**src/logic/stepper_cfg_pkg.sv**
```systemverilog
// package: register ids, field layouts, reset values and timing constants of the config bank
package stepper_cfg_pkg;
    // register select codes on the register port
    localparam logic [1:0] SEL_MICROSTEP = 2'h0;
    localparam logic [1:0] SEL_FAULT_MASK = 2'h1;
    localparam logic [1:0] SEL_GATE_A = 2'h2;
    localparam logic [1:0] SEL_GATE_B = 2'h3;
    // microstep_config fields
    localparam int SYNC_EN_BIT = 7;
    localparam int SYNC_SEL_LSB = 4;
    localparam int ZERO_BIT = 3;
    localparam int STEP_SEL_LSB = 0;
    localparam logic [7:0] MICROSTEP_WMASK = 8'hf7;
    // alarm positions in the mask
    localparam int ALM_OVERCURRENT = 0;
    localparam int ALM_CMD_ERROR = 7;
    // gate_drive_timing_a fields
    localparam int CLK_MON_BIT = 11;
    localparam int BOOST_LSB = 8;
    localparam int GATE_CURRENT_SELECT_LSB = 5;
    localparam int CC_LSB = 0;
    localparam logic [15:0] GATE_A_WMASK = 16'h0fff;
    // gate_drive_timing_b fields
    localparam int BLANK_LSB = 5;
    localparam int DEAD_LSB = 0;
    // reset values
    localparam logic [7:0] MICROSTEP_RST = 8'h00;
    localparam logic [7:0] FAULT_MASK_RST = 8'h00;
    localparam logic [15:0] GATE_A_RST = 16'h0000;
    localparam logic [7:0] GATE_B_RST = 8'h00;
    // timing: one time step and the system clock period, both in ps
    localparam int STEP_PS = 125000;
    localparam int CLK_PERIOD_PS = 8000;
    localparam int CC_MAX_CODE = 29;
    // step cycles: least time, rounded up
    localparam int STEP_CYCLES = (STEP_PS + CLK_PERIOD_PS - 1) / CLK_PERIOD_PS;
    // boost code 001 step per oscillator code (8, 16, 24, 32 MHz), in ps
    localparam int BOOST_STEP_8_PS = 125000;
    localparam int BOOST_STEP_16_PS = 62500;
    localparam int BOOST_STEP_24_PS = 83300;
    localparam int CNT_W = 10;
endpackage

```
**src/logic/stepper_sync_alarm_gate_config.sv**
```systemverilog
// config bank: microstep mode, sync pin, fault mask and gate drive timing
//
// How it works
// - microstep_config write while running is dropped and raises command error.
// - with sync disabled, busy/sync pin goes low during command execution.
// - with sync enabled, pin shows electrical position bit 7 minus select code.
// - each fault mask bit lets its alarm pull the fault pin low.
// - mask bits: overcurrent, shutdown, warning, uvlo, adc uvlo, stall, switch, cmd error.
// - timing a holds clock monitor 11, boost 10:8, current 7:5, cc 4:0.
// - gate current code maps to 4,4,8,16,24,32,64,96 mA.
// - constant-current time is (code+1)*125 ns, capped at 3750 ns.
// - boost time 0, clock-dependent step, then 125..1000 ns.
// - clock monitor bit turns system clock supervision on or off.
// - timing b holds blanking 7:5 and dead time 4:0.
// - dead time is (code+1)*125 ns between opposite gates.
// - comparators masked (code+1)*125 ns after every commutation.
// - step code 0 full, 1 half, then 1/4 up to 1/128.
// - a change of step resolution resets electrical position to first microstep.
module stepper_sync_alarm_gate_config (
    input wire logic sys_clk,
    input wire logic resetn,
    input wire logic [1:0] reg_sel,
    input wire logic reg_wr,
    input wire logic [15:0] reg_wdata,
    input wire logic reg_rd,
    output logic [15:0] reg_rdata,
    input wire logic motor_running,
    input wire logic cmd_executing,
    input wire logic [7:0] electrical_position,
    input wire logic [7:0] alarm_active,
    input wire logic cmd_error_clear,
    input wire logic [1:0] osc_freq_code,
    input wire logic commutation,
    output logic cmd_error,
    output logic busy_sync,
    output logic fault_out,
    output logic fault_oe_n,
    output logic electrical_position_reset,
    output logic [2:0] step_resolution,
    output logic [6:0] gate_current_ma,
    output logic [stepper_cfg_pkg::CNT_W-1:0] constant_current_cycles,
    output logic [stepper_cfg_pkg::CNT_W-1:0] turnoff_boost_cycles,
    output logic [stepper_cfg_pkg::CNT_W-1:0] dead_time_cycles,
    output logic clock_monitor_enable,
    output logic comparator_blank
);
    import stepper_cfg_pkg::*;

    // ps to cycles, least time so round up
    function automatic logic [CNT_W-1:0] ps_to_cycles(input int ps);
        int c;
        c = (ps + CLK_PERIOD_PS - 1) / CLK_PERIOD_PS;
        return c[CNT_W-1:0];
    endfunction

    // (code+1) steps of 125 ns as cycles
    function automatic logic [CNT_W-1:0] steps_to_cycles(input logic [4:0] code);
        return ps_to_cycles((int'(code) + 1) * STEP_PS);
    endfunction

    logic [7:0] microstep_config_reg, microstep_config_next;
    logic [7:0] fault_pin_mask_reg, fault_pin_mask_next;
    logic [15:0] gate_drive_timing_a_reg, gate_drive_timing_a_next;
    logic [7:0] gate_drive_timing_b_reg, gate_drive_timing_b_next;
    logic cmd_error_reg, cmd_error_next;
    logic el_reset_reg, el_reset_next;
    logic [15:0] rdata_reg, rdata_next;
    logic [2:0] new_step_sel;

    // register writes and the command error flag
    always_comb begin
        microstep_config_next = microstep_config_reg;
        fault_pin_mask_next = fault_pin_mask_reg;
        gate_drive_timing_a_next = gate_drive_timing_a_reg;
        gate_drive_timing_b_next = gate_drive_timing_b_reg;
        el_reset_next = 1'b0;
        new_step_sel = reg_wdata[STEP_SEL_LSB +: 3];
        // clear first so a same-cycle set wins
        cmd_error_next = cmd_error_reg & ~cmd_error_clear;
        if (reg_wr) begin
            unique case (reg_sel)
                SEL_MICROSTEP: begin
                    if (motor_running) begin
                        cmd_error_next = 1'b1;
                    end else begin
                        // bit 3 is kept zero whatever the host sends
                        microstep_config_next = reg_wdata[7:0] & MICROSTEP_WMASK;
                        // a new resolution invalidates the waveform phase
                        el_reset_next = new_step_sel !=
                            microstep_config_reg[STEP_SEL_LSB +: 3];
                    end
                end
                SEL_FAULT_MASK: fault_pin_mask_next = reg_wdata[7:0];
                SEL_GATE_A: gate_drive_timing_a_next = reg_wdata & GATE_A_WMASK;
                SEL_GATE_B: gate_drive_timing_b_next = reg_wdata[7:0];
            endcase
        end
        // read data, captured on the read strobe
        rdata_next = rdata_reg;
        if (reg_rd) begin
            unique case (reg_sel)
                SEL_MICROSTEP: rdata_next = {8'h00, microstep_config_reg};
                SEL_FAULT_MASK: rdata_next = {8'h00, fault_pin_mask_reg};
                SEL_GATE_A: rdata_next = gate_drive_timing_a_reg;
                SEL_GATE_B: rdata_next = {8'h00, gate_drive_timing_b_reg};
            endcase
        end
    end

    always_ff @(posedge sys_clk) begin
        if (!resetn) begin
            microstep_config_reg <= MICROSTEP_RST;
            fault_pin_mask_reg <= FAULT_MASK_RST;
            gate_drive_timing_a_reg <= GATE_A_RST;
            gate_drive_timing_b_reg <= GATE_B_RST;
            cmd_error_reg <= 1'b0;
            el_reset_reg <= 1'b0;
            rdata_reg <= 16'h0000;
        end else begin
            microstep_config_reg <= microstep_config_next;
            fault_pin_mask_reg <= fault_pin_mask_next;
            gate_drive_timing_a_reg <= gate_drive_timing_a_next;
            gate_drive_timing_b_reg <= gate_drive_timing_b_next;
            cmd_error_reg <= cmd_error_next;
            el_reset_reg <= el_reset_next;
            rdata_reg <= rdata_next;
        end
    end

    logic busy_sync_reg, busy_sync_next;
    logic fault_oe_n_reg, fault_oe_n_next;
    logic [6:0] gate_current_select_reg, gate_current_select_next;
    logic [CNT_W-1:0] cc_reg, cc_next, boost_reg, boost_next, dead_reg, dead_next;
    logic [CNT_W-1:0] blank_cnt_reg, blank_cnt_next;
    logic blank_reg, blank_next;
    logic [7:0] alarms;
    logic [2:0] sync_sel;
    logic [4:0] cc_code;

    // pin drive and decoded timing
    always_comb begin
        sync_sel = microstep_config_reg[SYNC_SEL_LSB +: 3];
        // sync mode: code 0 picks position bit 7, code 7 picks bit 0
        if (microstep_config_reg[SYNC_EN_BIT]) begin
            busy_sync_next = electrical_position[3'h7 - sync_sel];
        end else begin
            busy_sync_next = ~cmd_executing;
        end
        // own command error joins the external alarm in bit 7
        alarms = alarm_active;
        alarms[ALM_CMD_ERROR] = alarm_active[ALM_CMD_ERROR] | cmd_error_reg;
        fault_oe_n_next = ~|(alarms & fault_pin_mask_reg);
        unique case (gate_drive_timing_a_reg[GATE_CURRENT_SELECT_LSB +: 3])
            3'h0, 3'h1: gate_current_select_next = 7'h04;
            3'h2: gate_current_select_next = 7'h08;
            3'h3: gate_current_select_next = 7'h10;
            3'h4: gate_current_select_next = 7'h18;
            3'h5: gate_current_select_next = 7'h20;
            3'h6: gate_current_select_next = 7'h40;
            3'h7: gate_current_select_next = 7'h60;
        endcase
        cc_code = gate_drive_timing_a_reg[CC_LSB +: 5];
        if (cc_code > 5'(CC_MAX_CODE)) begin
            cc_code = 5'(CC_MAX_CODE);
        end
        cc_next = steps_to_cycles(cc_code);
        unique case (gate_drive_timing_a_reg[BOOST_LSB +: 3])
            3'h0: boost_next = '0;
            3'h1: begin
                unique case (osc_freq_code)
                    2'h0: boost_next = ps_to_cycles(BOOST_STEP_8_PS);
                    2'h2: boost_next = ps_to_cycles(BOOST_STEP_24_PS);
                    default: boost_next = ps_to_cycles(BOOST_STEP_16_PS);
                endcase
            end
            3'h2: boost_next = steps_to_cycles(5'h00);
            3'h3: boost_next = steps_to_cycles(5'h01);
            3'h4: boost_next = steps_to_cycles(5'h02);
            3'h5: boost_next = steps_to_cycles(5'h03);
            3'h6: boost_next = steps_to_cycles(5'h05);
            3'h7: boost_next = steps_to_cycles(5'h07);
        endcase
        dead_next = steps_to_cycles(gate_drive_timing_b_reg[DEAD_LSB +: 5]);
        // blanking restarts on each commutation, then counts down
        if (commutation) begin
            blank_cnt_next = steps_to_cycles({2'b00, gate_drive_timing_b_reg[BLANK_LSB +: 3]});
        end else if (blank_cnt_reg != '0) begin
            blank_cnt_next = blank_cnt_reg - 1'b1;
        end else begin
            blank_cnt_next = '0;
        end
        // flag registered from the next count so the pin leaves a flop with no extra lag
        blank_next = blank_cnt_next != '0;
    end

    always_ff @(posedge sys_clk) begin
        if (!resetn) begin
            busy_sync_reg <= 1'b1;
            fault_oe_n_reg <= 1'b1;
            gate_current_select_reg <= 7'h04;
            cc_reg <= '0;
            boost_reg <= '0;
            dead_reg <= '0;
            blank_cnt_reg <= '0;
            blank_reg <= 1'b0;
        end else begin
            busy_sync_reg <= busy_sync_next;
            fault_oe_n_reg <= fault_oe_n_next;
            gate_current_select_reg <= gate_current_select_next;
            cc_reg <= cc_next;
            boost_reg <= boost_next;
            dead_reg <= dead_next;
            blank_cnt_reg <= blank_cnt_next;
            blank_reg <= blank_next;
        end
    end

    // outputs straight from flops; fault pin only ever pulls low
    assign reg_rdata = rdata_reg;
    assign cmd_error = cmd_error_reg;
    assign busy_sync = busy_sync_reg;
    assign fault_out = 1'b0 & fault_oe_n_reg;
    assign fault_oe_n = fault_oe_n_reg;
    assign electrical_position_reset = el_reset_reg;
    assign step_resolution = microstep_config_reg[STEP_SEL_LSB +: 3];
    assign gate_current_ma = gate_current_select_reg;
    assign constant_current_cycles = cc_reg;
    assign turnoff_boost_cycles = boost_reg;
    assign dead_time_cycles = dead_reg;
    assign clock_monitor_enable = gate_drive_timing_a_reg[CLK_MON_BIT];
    assign comparator_blank = blank_reg;
endmodule

```
**config.mk**
```make
export PLATFORM = sky130hd
export DESIGN_NAME = stepper_sync_alarm_gate_config
export DESIGN_NICKNAME = d
export VERILOG_FILES = /design/src/logic/stepper_cfg_pkg.sv /design/src/logic/stepper_sync_alarm_gate_config.sv
export SDC_FILE = /design/constraint.sdc
export NUM_CORES = 1
export LEC_CHECK = 0
export BUFFER_PORTS_ARGS = -buffer_cell sky130_fd_sc_hd__buf_4
export CAP_MARGIN = 20
export CORE_AREA = 3 3 141 246
export DETAILED_ROUTE_END_ITERATION = 10
export DIE_AREA = 0 0 144 249
export PLACE_DENSITY_LB_ADDON = 0.15
export SYNTH_ARGS = -nofsm -noshare
export SYNTH_HDL_FRONTEND = slang
export SYNTH_SLANG_ARGS = --single-unit
```
**constraint.sdc**
```tcl
create_clock -name sys_clk -period 18 [get_ports sys_clk]
set_clock_uncertainty 0.05 [all_clocks]
set_input_delay 0.9 -clock sys_clk [delete_from_list [all_inputs] [get_ports sys_clk]]
set_output_delay 0.9 -clock sys_clk [all_outputs]
set_load 0.02 [all_outputs]
```
==> qor_table.md <==
| Group | Metric | This run |
|---|---|---|
| outcome | Result of the run | finished, final reports clean |
| setup path | Type of the worst setup path | reg -> reg |
| route | Vias after detailed routing | 21511 |
| die | Core box area | 32900 um^2 |
| die | Initial Utilization | 59.6% |
| global routing | Met2 track utilization from global routing | 62.9% |
| cts | Source-to-sink clock delay at the later pin of the worst-skew pair | 370 ps |
| cts | Hold buffer count at CTS | 0 |
| global routing | Met3 track demand over resource | 4.26% |
| placed design | Port bufs | 92 |
| yosys | Post-synth top flop | sky130_fd_sc_hd__dfxtp_1 |
| yosys | Most frequent cells after synthesis | sky130_fd_sc_hd__nor2_1 (285), sky130_fd_sc_hd__nand2_1 (253), sky130_fd_sc_hd__a21oi_1 (176) |
| die | Die Height | 249 um |
| global routing | Pin count of the biggest net entering global routing | 59 |
| route | Number of iterations in the first detailed-routing pass | 6 |
| sta | PnR worst setup slack | 1120 ps |
| layout | Final core area utilization | 63.8% |
| cts | Number of sinks driven by the clock tree | 94 |
| yosys | Part of the Yosys area used for sequential elements | 9.60% |
| global routing | Total congestion overflow after global routing | 0 |
| setup path | Worst EP required | 18200 ps |
| yosys | Avg Inst Size Synth | 7.20 um^2 |
| yosys | Ys Warns | 0 |
| flow run | Max cap viols | 0 |
| sta | Setup Total Neg Slack | 0 ps |
| global routing | First-pass GRT wire length | 102000 um |
| cts | Clock tree from TritonCTS | built |
| layout | Net count, final | 2941 |
| yosys | Synth area leader | sky130_fd_sc_hd__dfxtp_1 |
| cts | Setup fix buffers added after clock tree synthesis | 0 |
| sta | Count of final setup violators | 0 |
| sta | Clock period minus worst slack | 16880 ps |
| cts | Number of clock buffers inserted by TritonCTS | 9 |
| sta | Final count of hold timing violations | 0 |
| placed design | Placer congestion estimate | 1.03 |
| die | Die boundary width | 144 um |
| placed design | Pre-CTS setup slack | 1360 ps |
| setup path | Max Fanout on Critical Path | 17 |
| yosys | Dominant cells by area after synthesis | sky130_fd_sc_hd__dfxtp_1 (9.6%), sky130_fd_sc_hd__xnor2_1 (6.8%), sky130_fd_sc_hd__ha_1 (6.4%) |
| cts | Clock root buffer | sky130_fd_sc_hd__clkbuf_16 |
| global routing | Most congested layer reported by global routing | met2 |
| yosys | Syn Inst Count | 2724 |
| setup path | Worst-path cell with the longest stage delay | sky130_fd_sc_hd__o32a_1 |
| route | Drt initial violations | 1469 |
| route | WL final | 63600 um |
| setup path | Data arrival time at the worst-slack endpoint | 17090 ps |
| global routing | Total Routing Usage GR | 34.4% |
| route | Via count normalized by instance count | 6.75 |
| cts | Number of H-tree branching levels | 3 |
| cts | Largest buffer count on any clock path | 2 |
| setup path | Nature of the critical path startpoint | register |
| sta | Tcrit/Tclk final | 93.8% |
| route | Total DRC errors in the routed layout | 0 |
| sta | Maximum operating frequency | 59.2 MHz |
| die | Number of top-level design ports | 107 |
| sta | RSZ-0062 raised after global routing | false |
| yosys | Share of flip-flops with an asynchronous set or reset after synthesis | 0% |
| sta | Worst-margin pin slew | 1050 ps |
| layout | Share of final-layout standard cells stronger than drive strength 1 | 11.6% |
| sta | Final slew viol count | 0 |
| placed design | Post-DP HPWL | 51000 um |
| route | DR WL/cell | 20.0 um |
| yosys | Post-synth EDFFs | 0 |
| yosys | Fraction of post-synthesis cell area in the top cell type by area | 9.60% |
| route | Residual antenna-violating net count after detailed routing | 0 |
| cts | Clock-pin slew reported for the worst setup and hold paths after clock tree synthesis | 80 ps |
| setup path | Delay of the slowest cell on the worst path | 660 ps |
| layout | Area growth syn-to-layout | 7.14% |
| sta | Worst slew margin relative to its limit | 29.9% |
| yosys | Synth cell types | 132 |
| layout | Fill cell instance count of the final layout | 3090 |
| min path | Min-Delay Path Class | reg -> reg |
| die | Placement row count | 88 |
| global routing | Number of global-route vias before repair | 20767 |
| die | Die Footprint | 35900 um^2 |
| sta | Final-layout worst hold slack | 428 ps |
| global routing | GR met1 Demand/Resource | 35.0% |
| yosys | Most frequently used cell type in the post-synthesis netlist | sky130_fd_sc_hd__nor2_1 |
| yosys | #FFs+latches synth | 94 |
| yosys | Cell area after synthesis | 19600 um^2 |
| global routing | Initial antenna violation count | 1 |
| setup path | Kind of end point of the critical path | register |
per-stage QoR:
stage,std cells,instance area (um^2)
floorplan,2741,19700
global placement,3165,20700
detailed placement,3165,20700
CTS,3181,21000
global route,3184,21000
finish,3186,21000
layout make-up:
cell class / count / area (um^2) / share of cell area, %
Antenna cell: 2 / 5.00 / 0.0238
Clock buffer: 9 / 225 / 1.07
Clock inverter: 7 / 83.8 / 0.399
Inverter: 124 / 470 / 2.24
Multi-Input combinational cell: 2398 / 16700 / 79.7
Sequential cell: 94 / 1880 / 8.96
Tap cell: 405 / 507 / 2.41
Timing Repair Buffer: 147 / 1100 / 5.24
layer usage:
metal,up-vias,wire length (um)
met4,0,5190
met5,-,0
met2,794,32800
met1,10174,22600
li1,10262,-
met3,281,2990
path summary, 6_finish.rpt:
check / cells past startpoint / slack [ps] / start / end
min: 2 / 430 / reg_rdata[11] / reg_rdata[11]
min reg2reg: 2 / 430 / reg_rdata[11] / reg_rdata[11]
max: 50 / 1120 / gate_drive_timing_a_reg[4] / constant_current_cycles[0]
max reg2reg: 50 / 1120 / gate_drive_timing_a_reg[4] / constant_current_cycles[0]
placed cells by master, fill, tap and decap left out, types with 95 or more instances in the layout:
master / count
sky130_fd_sc_hd__inv_1: 121
sky130_fd_sc_hd__ha_1: 100
sky130_fd_sc_hd__nor3_1: 95
sky130_fd_sc_hd__xnor2_1: 152
sky130_fd_sc_hd__nand2_1: 253
sky130_fd_sc_hd__o21ai_0: 128
sky130_fd_sc_hd__buf_4: 145
sky130_fd_sc_hd__nor2_1: 285
sky130_fd_sc_hd__a21oi_1: 176
sky130_fd_sc_hd__nand3_1: 96
critical path, delay by kind of cell, from the launching register on:
kind / cells / cell delay [ps]
adders and majority gates: 5 / 2210
xor gates and xnor gates: 2 / 550
and+or+nand+nor: 18 / 5430
AOI/OAI and AO/OA: 20 / 6910
buffers and inverters: 4 / 520
DFF: 1 / 580
muxes: 1 / 440
cell families after synthesis:
logic type / Yosys count / share of synthesized area [%]
compound gates: 867 / 32.7
xor+xnor: 225 / 10.5
fa+ha+maj: 126 / 8.88
buf+inv: 249 / 5.42
flops: 94 / 9.60
mux: 98 / 5.78
other cells: 2 / 0.0383
simple gates: 1063 / 27.1
timing repair:
item	in CTS	in global routing
endpoints found under the hold margin	0	0
resized for setup	0	1
setup endpoints to repair	0	1
Power is not shown: default switching activity piles up to over one toggle a cycle in this logic, so the estimate is an artifact.
